$ cat config.mk
export PLATFORM = sky130hd
export DESIGN_NAME = anpc_pin_ctrl
export DESIGN_NICKNAME = d
export VERILOG_FILES = /design/src/verilog/anpc_pkg.sv /design/src/verilog/anpc_pin_ctrl.sv /design/src/verilog/anpc_shared_pin.sv
export SDC_FILE = /design/constraint.sdc
export NUM_CORES = 1
export LEC_CHECK = 0
export BUFFER_PORTS_ARGS = -buffer_cell sky130_fd_sc_hd__buf_2
export CAP_MARGIN = 20
export CORE_ASPECT_RATIO = 1.2
export CORE_MARGIN = 8
export CORE_UTILIZATION = 51
export DETAILED_ROUTE_END_ITERATION = 6
export PLACE_DENSITY = 0.83
export SYNTH_ARGS = -nofsm -noshare
export SYNTH_HDL_FRONTEND = slang
export SYNTH_SLANG_ARGS = --single-unit
$ cat constraint.sdc
create_clock -name clk_i -period 1.5 [get_ports clk_i]
set_input_delay 0 -clock clk_i [delete_from_list [all_inputs] [get_ports clk_i]]
set_output_delay 0 -clock clk_i [all_outputs]
set_load 0.005 [all_outputs]
$ cat src/verilog/anpc_pkg.sv
/*
  Constants for the auxiliary network pin control block: configuration
  word width, field positions, reset values and shared-pin state codes.
  Assumes the configuration words arrive 16 bits wide from the
  register file on the system clock.
*/
package anpc_pkg;

  // configuration word width
  localparam int unsigned CFG_W = 16;

  // field positions in the first configuration word
  localparam int unsigned EXT_BUS_SEL_BIT = 15;

  // field positions in the second configuration word
  localparam int unsigned COMP_ON_MATCH_BIT = 1;
  localparam int unsigned COMP_ON_MISS_BIT  = 2;
  localparam int unsigned USER_TWO_BIT      = 12;

  // reset values
  localparam logic [15:0] CFG_RST  = 16'h0000;
  localparam logic [15:0] CFG2_RST = 16'h0000;

  // shared pin states
  typedef enum logic [1:0] {
    SP_FLOAT = 2'b00,
    SP_LOOP  = 2'b01,
    SP_WAIT  = 2'b10,
    SP_USER  = 2'b11
  } anpc_sp_state_t;

endpackage

$ cat src/verilog/anpc_pin_ctrl.sv
/*
  Auxiliary network pin control: holds both configuration words, the
  written flags and the first-mastership flag, drives the packet
  compression pin and instantiates the shared loopback/user pin.
  Assumes write strobes, data, loopback request, bus master and match
  result all come from logic on clk_i, so none are synchronised.
*/
`timescale 1ns/1ns
module anpc_pin_ctrl
  import anpc_pkg::*;
(
  // clock, reset, enable
  input  wire logic             clk_i,
  input  wire logic             rst_n_i,
  input  wire logic             clk_en_i,
  // configuration writes
  input  wire logic             data_config_wr_i,
  input  wire logic             data_config_two_wr_i,
  input  wire logic [CFG_W-1:0] config_data_i,
  // mode and bus state
  input  wire logic             line_codec_loop_i,
  input  wire logic             bus_master_i,
  // address filter result
  input  wire logic             match_valid_i,
  input  wire logic             match_hit_i,
  // shared loopback / user pin and internal loopback copy
  output logic                  loopback_indicator_out_o,
  output logic                  loopback_indicator_oe_o,
  output logic                  loopback_internal_o,
  // packet compression pin
  output logic                  packet_compress_out_o,
  output logic                  packet_compress_oe_o,
  // status
  output logic [CFG_W-1:0]      data_config_reg_o,
  output logic [CFG_W-1:0]      data_config_reg_two_o
);

  logic           cfg_written_q;
  logic           cfg2_written_q;
  logic           master_seen_q;
  logic           comp_d;
  anpc_sp_state_t sp_state;

  // first configuration word
  always_ff @(posedge clk_i or negedge rst_n_i) begin
    if (!rst_n_i) begin
      data_config_reg_o <= CFG_RST;
    end else if (clk_en_i && data_config_wr_i) begin
      data_config_reg_o <= config_data_i;
    end
  end

  // second configuration word; a rewrite updates user value at once
  always_ff @(posedge clk_i or negedge rst_n_i) begin
    if (!rst_n_i) begin
      data_config_reg_two_o <= CFG2_RST;
    end else if (clk_en_i && data_config_two_wr_i) begin
      data_config_reg_two_o <= config_data_i;
    end
  end

  // written flags are sticky: nothing but reset clears them
  always_ff @(posedge clk_i or negedge rst_n_i) begin
    if (!rst_n_i) begin
      cfg_written_q  <= 1'b0;
      cfg2_written_q <= 1'b0;
    end else if (clk_en_i) begin
      if (data_config_wr_i) begin
        cfg_written_q <= 1'b1;
      end
      if (data_config_two_wr_i) begin
        cfg2_written_q <= 1'b1;
      end
    end
  end

  // first bus mastership; kept so a later release keeps the pin driven
  always_ff @(posedge clk_i or negedge rst_n_i) begin
    if (!rst_n_i) begin
      master_seen_q <= 1'b0;
    end else if (clk_en_i && bus_master_i) begin
      master_seen_q <= 1'b1;
    end
  end

  // loopback request, used inside even while the pin floats
  always_ff @(posedge clk_i or negedge rst_n_i) begin
    if (!rst_n_i) begin
      loopback_internal_o <= 1'b0;
    end else if (clk_en_i) begin
      loopback_internal_o <= line_codec_loop_i;
    end
  end

  // compression level for the current match result
  always_comb begin
    comp_d = packet_compress_out_o;
    if (match_valid_i) begin
      if (match_hit_i) begin
        comp_d = data_config_reg_two_o[COMP_ON_MATCH_BIT];
      end else begin
        comp_d = data_config_reg_two_o[COMP_ON_MISS_BIT];
      end
    end
  end

  // compression pin: level held until the next filter result
  always_ff @(posedge clk_i or negedge rst_n_i) begin
    if (!rst_n_i) begin
      packet_compress_out_o <= 1'b0;
      packet_compress_oe_o  <= 1'b0;
    end else if (clk_en_i) begin
      packet_compress_out_o <= comp_d;
      // enable lags the write by one edge so the mode bits land first
      packet_compress_oe_o  <= cfg2_written_q;
    end
  end

  // shared pin source selection
  anpc_shared_pin u_shared_pin (
    .clk_i         (clk_i),
    .rst_n_i       (rst_n_i),
    .clk_en_i      (clk_en_i),
    .cfg_written_i (cfg_written_q),
    .ext_bus_sel_i (data_config_reg_o[EXT_BUS_SEL_BIT]),
    .loopback_i    (loopback_internal_o),
    .master_seen_i (master_seen_q),
    .user_val_i    (data_config_reg_two_o[USER_TWO_BIT]),
    .pin_o         (loopback_indicator_out_o),
    .pin_oe_o      (loopback_indicator_oe_o),
    .state_o       (sp_state)
  );

  // checks on the pin behaviour
  logic ebs;
  logic usr;
  assign ebs = data_config_reg_o[EXT_BUS_SEL_BIT];
  assign usr = data_config_reg_two_o[USER_TWO_BIT];

  chk_float_before_cfg:
    assert property (@(posedge clk_i) disable iff (!rst_n_i)
      !cfg_written_q |-> !loopback_indicator_oe_o)
    else $error("shared pin driven before config write");

  chk_loop_drives_high:
    assert property (@(posedge clk_i) disable iff (!rst_n_i)
      clk_en_i && cfg_written_q && !ebs && loopback_internal_o
      |=> loopback_indicator_oe_o && loopback_indicator_out_o)
    else $error("loopback indicator not driven high");

  chk_select_overrides:
    assert property (@(posedge clk_i) disable iff (!rst_n_i)
      clk_en_i && cfg_written_q && ebs && master_seen_q && !usr
      && loopback_internal_o |=> !loopback_indicator_out_o)
    else $error("loopback leaks onto user output");

  chk_user_wait_float:
    assert property (@(posedge clk_i) disable iff (!rst_n_i)
      clk_en_i && ebs && !master_seen_q |=> !loopback_indicator_oe_o)
    else $error("user output driven before mastership");

  chk_user_value:
    assert property (@(posedge clk_i) disable iff (!rst_n_i)
      clk_en_i && cfg_written_q && ebs && master_seen_q
      |=> loopback_indicator_oe_o
      && loopback_indicator_out_o == $past(usr))
    else $error("user output does not follow config word");

  chk_comp_float:
    assert property (@(posedge clk_i) disable iff (!rst_n_i)
      !cfg2_written_q |=> !packet_compress_oe_o)
    else $error("compression pin driven before config write");

  chk_comp_on_match:
    assert property (@(posedge clk_i) disable iff (!rst_n_i)
      clk_en_i && match_valid_i && match_hit_i
      |=> packet_compress_out_o
      == $past(data_config_reg_two_o[COMP_ON_MATCH_BIT]))
    else $error("compression wrong on match");

  chk_comp_on_miss:
    assert property (@(posedge clk_i) disable iff (!rst_n_i)
      clk_en_i && match_valid_i && !match_hit_i
      |=> packet_compress_out_o
      == $past(data_config_reg_two_o[COMP_ON_MISS_BIT]))
    else $error("compression wrong on mismatch");

  chk_internal_copy:
    assert property (@(posedge clk_i) disable iff (!rst_n_i)
      clk_en_i |=> loopback_internal_o == $past(line_codec_loop_i))
    else $error("internal loopback copy lost");

  chk_select_mux:
    assert property (@(posedge clk_i) disable iff (!rst_n_i)
      clk_en_i && cfg_written_q && !ebs
      |=> loopback_indicator_oe_o
      && loopback_indicator_out_o == $past(loopback_internal_o))
    else $error("select bit clear but pin not on loopback");

  chk_comp_drives:
    assert property (@(posedge clk_i) disable iff (!rst_n_i)
      clk_en_i && cfg2_written_q |=> packet_compress_oe_o)
    else $error("compression pin still floating after write");

  chk_comp_holds:
    assert property (@(posedge clk_i) disable iff (!rst_n_i)
      clk_en_i && !match_valid_i |=> $stable(packet_compress_out_o))
    else $error("compression level moved without a result");

  // main scenarios
  cov_loop_driven:
    cover property (@(posedge clk_i) disable iff (!rst_n_i)
      sp_state == SP_LOOP && loopback_indicator_out_o);
  cov_user_driven:
    cover property (@(posedge clk_i) disable iff (!rst_n_i)
      sp_state == SP_USER && loopback_indicator_oe_o);
  cov_comp_asserted:
    cover property (@(posedge clk_i) disable iff (!rst_n_i)
      packet_compress_oe_o && packet_compress_out_o);
  cov_user_waiting:
    cover property (@(posedge clk_i) disable iff (!rst_n_i)
      sp_state == SP_WAIT && !loopback_indicator_oe_o);

endmodule

$ cat src/verilog/anpc_shared_pin.sv
/*
  Shared loopback / user output pin: chooses the source of the pin and
  its output enable, both registered.
  Assumes all inputs are flip-flop outputs on clk_i.
*/
`timescale 1ns/1ns
module anpc_shared_pin
  import anpc_pkg::*;
(
  // clock, reset, enable
  input  wire logic      clk_i,
  input  wire logic      rst_n_i,
  input  wire logic      clk_en_i,
  // selection inputs
  input  wire logic      cfg_written_i,
  input  wire logic      ext_bus_sel_i,
  input  wire logic      loopback_i,
  input  wire logic      master_seen_i,
  input  wire logic      user_val_i,
  // pin and its state
  output logic           pin_o,
  output logic           pin_oe_o,
  output anpc_sp_state_t state_o
);

  anpc_sp_state_t state_d;

  // next state follows config; only the float state is left for good
  always_comb begin
    state_d = state_o;
    case (state_o)
      SP_FLOAT: begin
        // mastership may come before the first write: go straight on
        if (cfg_written_i && !ext_bus_sel_i) begin
          state_d = SP_LOOP;
        end else if (cfg_written_i && master_seen_i) begin
          state_d = SP_USER;
        end else if (cfg_written_i) begin
          state_d = SP_WAIT;
        end
      end
      SP_LOOP: begin
        if (ext_bus_sel_i) begin
          state_d = master_seen_i ? SP_USER : SP_WAIT;
        end
      end
      SP_WAIT: begin
        if (!ext_bus_sel_i) begin
          state_d = SP_LOOP;
        end else if (master_seen_i) begin
          state_d = SP_USER;
        end
      end
      SP_USER: begin
        if (!ext_bus_sel_i) begin
          state_d = SP_LOOP;
        end
      end
      default: state_d = SP_FLOAT;
    endcase
  end

  // state register
  always_ff @(posedge clk_i or negedge rst_n_i) begin
    if (!rst_n_i) begin
      state_o <= SP_FLOAT;
    end else if (clk_en_i) begin
      state_o <= state_d;
    end
  end

  // pin value mux: loopback flag or user value, chosen by next state, else 0
  always_ff @(posedge clk_i or negedge rst_n_i) begin
    if (!rst_n_i) begin
      pin_o    <= 1'b0;
      pin_oe_o <= 1'b0;
    end else if (clk_en_i) begin
      pin_oe_o <= (state_d == SP_LOOP) || (state_d == SP_USER);
      if (state_d == SP_LOOP) begin
        pin_o <= loopback_i;
      end else if (state_d == SP_USER) begin
        pin_o <= user_val_i;
      end else begin
        pin_o <= 1'b0;
      end
    end
  end

endmodule
* Yosys cells after proc, flatten, opt, wreduce, memory -nomap -nowiden
Index checks and enable logic that the tools add are counted.
Widths: inputs -> output; s select.
** Storage, ports and cells
- Bits in registers :: 42
- Output and inout port bits :: 37
** Operators by class
- Eq/ne operators :: 5
- Muxes and demuxes :: 12
- Reduce and logical (&&, ||, !) cells :: 11
** Operators by type and width (count)
- $mux 2 :: 7
- $pmux 2 s4 :: 1
- $eq 2x2->1 const B :: 3
- $reduce_and 2->1 :: 3
- $logic_and 1x1->1 :: 5
- $eq 2x1->1 const B :: 2
- $mux 1 :: 4
- $logic_not 2->1 :: 1
- $logic_not 1->1 :: 1
- $logic_or 1x1->1 :: 1

* Depth between registers and ports, before layout
- Depth after elaboration :: 7
- Depth in mapped cells :: 3
- Mapped depth without buffers :: 3

* Hierarchy
From an unflattened synthesis, not the netlist that was laid out.
** Second synthesis, totals
- Cell total of the unflattened synthesis :: 103
- Area, all modules :: 1751.7 um2
** Modules (own cells, without submodules)
- anpc_pin_ctrl :: times used 1, cells each 83, area each 1537.7 um2, seq. area each 950.9 um2
- anpc_shared_pin :: times used 1, cells each 20, area each 214.0 um2, seq. area each 100.1 um2

* Worst setup path after synthesis
OpenSTA, ideal clock, no wires.
- Path type :: register to register
- Start point :: reg cfg_written_q
- End point :: reg u_shared_pin.pin_oe_o
- Library setup time :: 0.128 ns
- Data arrival time :: 0.785 ns
- Path slack :: 0.587 ns
- Stages on the path, launching flop included :: 4
- Clock period less this slack :: 0.913 ns
- Cells stage by stage :: dfrtp_1 o31ai_1 a31o_2 o21ai_0
** On the way
- Word-level cells in the longest chain between the ends :: 6
** RTL lines
- start: declaration :: line anpc_pin_ctrl.sv:38 : logic cfg_written_q;
- start signal: assignment :: line anpc_pin_ctrl.sv:65 : cfg_written_q <= 1'b0;
- start signal: assignment :: line anpc_pin_ctrl.sv:69 : cfg_written_q <= 1'b1;
- $mux 2 / $logic_and 1x1->1 (equally long branches) :: line anpc_shared_pin.sv:38, anpc_shared_pin.sv:36
- $mux 2 :: line anpc_shared_pin.sv:36 : end else if (cfg_written_i && master_seen_i) begin
- $mux 2 (*) :: line anpc_shared_pin.sv:34 : if (cfg_written_i && !ext_bus_sel_i) begin
- $pmux 2 s4 (*) :: line anpc_shared_pin.sv:31 : case (state_o)
- $eq 2x1->1 / $eq 2x2->1 (equally long branches) :: line anpc_shared_pin.sv:78 : pin_oe_o <= (state_d == SP_LOOP) || (state_d == SP_USER);
- $logic_or 1x1->1 (*) :: line anpc_shared_pin.sv:78
- end signal: assignment :: line anpc_shared_pin.sv:78
- end: declaration :: line anpc_shared_pin.sv:22 : output logic pin_oe_o,
Mark *: on every way between the ends. The rest lies on a longest branch, timed or not.
A chain may end at the register's enable or synchronous reset.

* Final worst setup path
- Start point :: reg data_config_reg_two_o[1]
- End point :: reg packet_compress_out_o
** On the way
- Word-level cells in the longest chain between the ends :: 1
** RTL lines
- start: declaration :: line anpc_pin_ctrl.sv:35 : output logic [CFG_W-1:0] data_config_reg_two_o
- start signal: assignment :: line anpc_pin_ctrl.sv:58 : data_config_reg_two_o <= config_data_i;
- $mux 1 :: line anpc_pin_ctrl.sv:99 : if (match_hit_i) begin
- end signal: assignment :: line anpc_pin_ctrl.sv:113 : packet_compress_out_o <= comp_d;
- end: declaration :: line anpc_pin_ctrl.sv:31 : output logic packet_compress_out_o,
Every way passes these cells.

==> metrics.md <==
| Metric | Value |
|---|---|
| Status | finished clean |
| Starting Density | 53.22% |
| Area Overhead vs Synth | 36.18% |
| Unrepaired setup endpoints after global routing | false |
| Post-Route Setup TNS | 0 ps |
| FF+latch count, synth | 42 |
| Hold endpoint | u_shared_pin.state_o[1]$_DFFE_PN0P_ |
| Initial antenna violation count | 1 |
| Sw frac | approximately a quarter |
| GPL Wtd Cong | between 0.7 and 0.8 |
| Synth Instances | roughly 110 |
| Number of flops mapped to enable cells by yosys | 0 |
| Bufs on Longest Clock Path | 2 |
| Reg clk slew, reported paths | about 110 ps |
| Syn_nets | 130 |
| Worst Setup Start Kind | flip-flop |
| Die Span X | 67.32 um |
| Post-CTS resize count | 0 |
| WL/cell | approximately 16 um |
| Psw | approximately 600 uW |
| Die Ht | around 78 um |
| Final setup fails | 0 |
| Synth top cells by count | dfrtp_1, mux2_2, inv_1 |
| Ys Warns | 0 |
| P_int | between 1.5 and 2 mW |
| CTS root buffer | clkbuf_4 |
| Syn_area_per_cell | between 15 and 20 um2 |
| Total wire length | ~3.7 mm |
| Biggest regs | data_config_reg_o: 16 flops, data_config_reg_two_o: 16 flops, u_shared_pin.state_o: 2 flops |
| Largest cells by area after synthesis | dfrtp_1, mux2_2, buf_6 |
| Largest net degree at the start of global routing | 43 |
| WS Path Type | reg2reg |
| Commonest register cell after synthesis | dfrtp_1 |
| Design Power | 2.344 mW |
| IO Pins | 62 |
| Tmin final | approximately 1300 ps |
| Sequential area share after synthesis | 65.22% |
| CTS tree | yes |
| Max Clk Rate | 0.7572 GHz |
| Clk sinks | 42 |
| Antenna Nets Post-Route | 0 |
| Total global routing overflow | 0 |
| Clk_lat worst skew | 340 ps |
| Cts bufs inserted | 5 |
| Vias in the first global route | 1286 |
| Seq pwr share | between 50% and 60% |
| Top-count cell post-synth | dfrtp_1 |
| Final worst setup slack | ~180 ps |
| Tcrit/Tclk final | 88.04% |
| Crit Reg-Reg Startpoint | data_config_reg_two_o[1]$_DFFE_PN0P_ |
| CTS H-tree lvls | 2 |
| Reg2Reg Depth | 3 |
| Drt pass-1 iters | 3 |
| Max Slew Vio Count | 0 |
| Worst vdd ir | 962.1 uV |
| Least-Margin Pin Slew | around 500 ps |
| Setup Skew | between 3 and 4 ps |
| Hold crit path type | in2reg |
| Core Util, Final | 72.48% |
| First-pass GRT wire length | 6.009 mm |
| Clock power share | between 20 and 25% |
| Biggest area consumer among synthesized cells | dfrtp_1 |
| Area share of the largest cell type after synthesis | 65.22% |
| DR vias | about 1.1k |
| Synthesized area | around 0.0016 mm2 |
| Gate power share | between 20% and 30% |
| Reg2reg end | packet_compress_out_o$_DFFE_PN0P_ |
| WP data required | 1730 ps |
| Worst Hold Depth | 3 |
| Die ar. | between 0.005 and 0.006 mm2 |
| Relative slew slack | between 60 and 70% |
| Layout Nets | 216 |
| Max Cap Viol | 0 |
| Endpoints failing hold | 0 |
| Worst Path Arrival | approximately 1600 ps |
| PwrDens | 1068 mW/mm2 |
| Critical path endpoint category | flip-flop |
| Layout cells sized above 1 | between 50% and 60% |
| Number of I/O port buffers | a little over 60 |
| Pre-CTS setup slack | approximately 430 ps |
| Hold_sp | clk_en_i |
| # DRC | 0 |
| Site row count | 22 |
| Core area | roughly 0.0030 mm2 |
| Postcts setup bufs | 0 |
| Ys async rst share | 100.0% |
| Flop2flop setup slack | roughly 180 ps |
| Dpl hpwl | 2.680 mm |
| Hold_ws | around 38 ps |
| Routed vias/inst | around 5 |
| Pleak | ~1.1 nW |
| Drt initial violations | 59 |
| CP Max Fanout | 3 |
| Netlist cell types | 17 |
| GRT Total Usage | between 10 and 15% |
-- stage by stage --
stage	area (um2)	instances
2_1_floorplan	1612	105
3_3_place_gp	1927	198
3_5_place_dp	1927	198
4_1_cts	2192	227
5_1_grt	2195	228
6_report	2195	228
-- what timing repair did --
item | CTS | global route
hold endpoints to repair | 77 | 0
endpoints found under the setup margin | 0 | 0
hold buffers | 22 | 0
-- critical path, cell delays in order (launching register included) --
cell	delay (ps)
dfrtp_1	410
mux2i_1	150
a31oi_1	90
dlygate4sd3_1	560
-- worst max-delay path by stage --
stage                                               from                                    end  cells after the start
CTS                 data_config_reg_two_o[1]$_DFFE_PN0P_      packet_compress_out_o$_DFFE_PN0P_                      3
floorplan                      cfg_written_q$_DFFE_PN0P_      u_shared_pin.pin_oe_o$_DFFE_PN0P_                      3
detailed placement                              clk_en_i   data_config_reg_two_o[3]$_DFFE_PN0P_                      3
finish              data_config_reg_two_o[1]$_DFFE_PN0P_      packet_compress_out_o$_DFFE_PN0P_                      3
global placement                                clk_en_i  data_config_reg_two_o[10]$_DFFE_PN0P_                      3
global route        data_config_reg_two_o[2]$_DFFE_PN0P_      packet_compress_out_o$_DFFE_PN0P_                      3
-- cell type report --
cell class | count | area [um2]
Fill cell | 223 | 833.3
Timing Repair Buffer | 84 | 533.0
Tap cell | 36 | 45.04
Clock buffer | 7 | 45.04
Sequential cell | 42 | 1051
Antenna cell | 1 | 2.502
Inverter | 5 | 18.77
Multi-Input combinational cell | 53 | 499.2
-- layer usage --
metal / vias to the layer above / part of all wire [%] / track usage, % / routed length (um)
met2: 40 / 51 / 24.64 / 1880
li1: 530 / - / - / -
met1: 557 / 38 / 15.56 / 1385
met5: - / 0 / 0 / 0
met4: 0 / 0.73 / 4.822 / 27
met3: 2 / 11 / 8.190 / 396
-- power by group through the flow --
stage               clock network (mW)  logic [mW]  registers [mW]
floorplan                            0       0.190            1.39
global placement                     0       0.423            1.37
detailed placement                   0       0.440            1.38
CTS                              0.525       0.489            1.36
global route                     0.556       0.528            1.38
finish                           0.504       0.477            1.36
-- kinds of logic (layout without fill, tap and decap cells) --
family          Yosys count  in the layout  synth area share [%]
other cells               0              1                     0
mux                      36             36                 25.00
simple gates              8              8                 2.640
flops                    42             42                 65.22
compound gates            9              9                 3.339
buf+inv                  10             96                 3.804
-- cells in the final DEF (no fill, tap or decap) --
| master | netlist | routed |
|---|---|---|
| a21oi_1 | 2 | 2 |
| a31o_2 | 1 | 1 |
| a31oi_1 | 1 | 1 |
| buf_2 | 1 | 61 |
| buf_4 | 2 | 1 |
| clkbuf_1 | 0 | 2 |
| clkbuf_4 | 0 | 5 |
| dfrtp_1 | 42 | 42 |
| diode_2 | 0 | 1 |
| dlygate4sd3_1 | 0 | 22 |
| inv_1 | 5 | 5 |
| mux2_2 | 34 | 34 |
| mux2i_1 | 2 | 2 |
| nand2_1 | 3 | 3 |
| nand2_2 | 2 | 2 |
| nand2b_1 | 2 | 2 |
| nor2b_1 | 1 | 1 |
| o21ai_0 | 3 | 3 |
| o22ai_1 | 1 | 1 |
| o31ai_1 | 1 | 1 |
(Power assumes the default switching activity.)
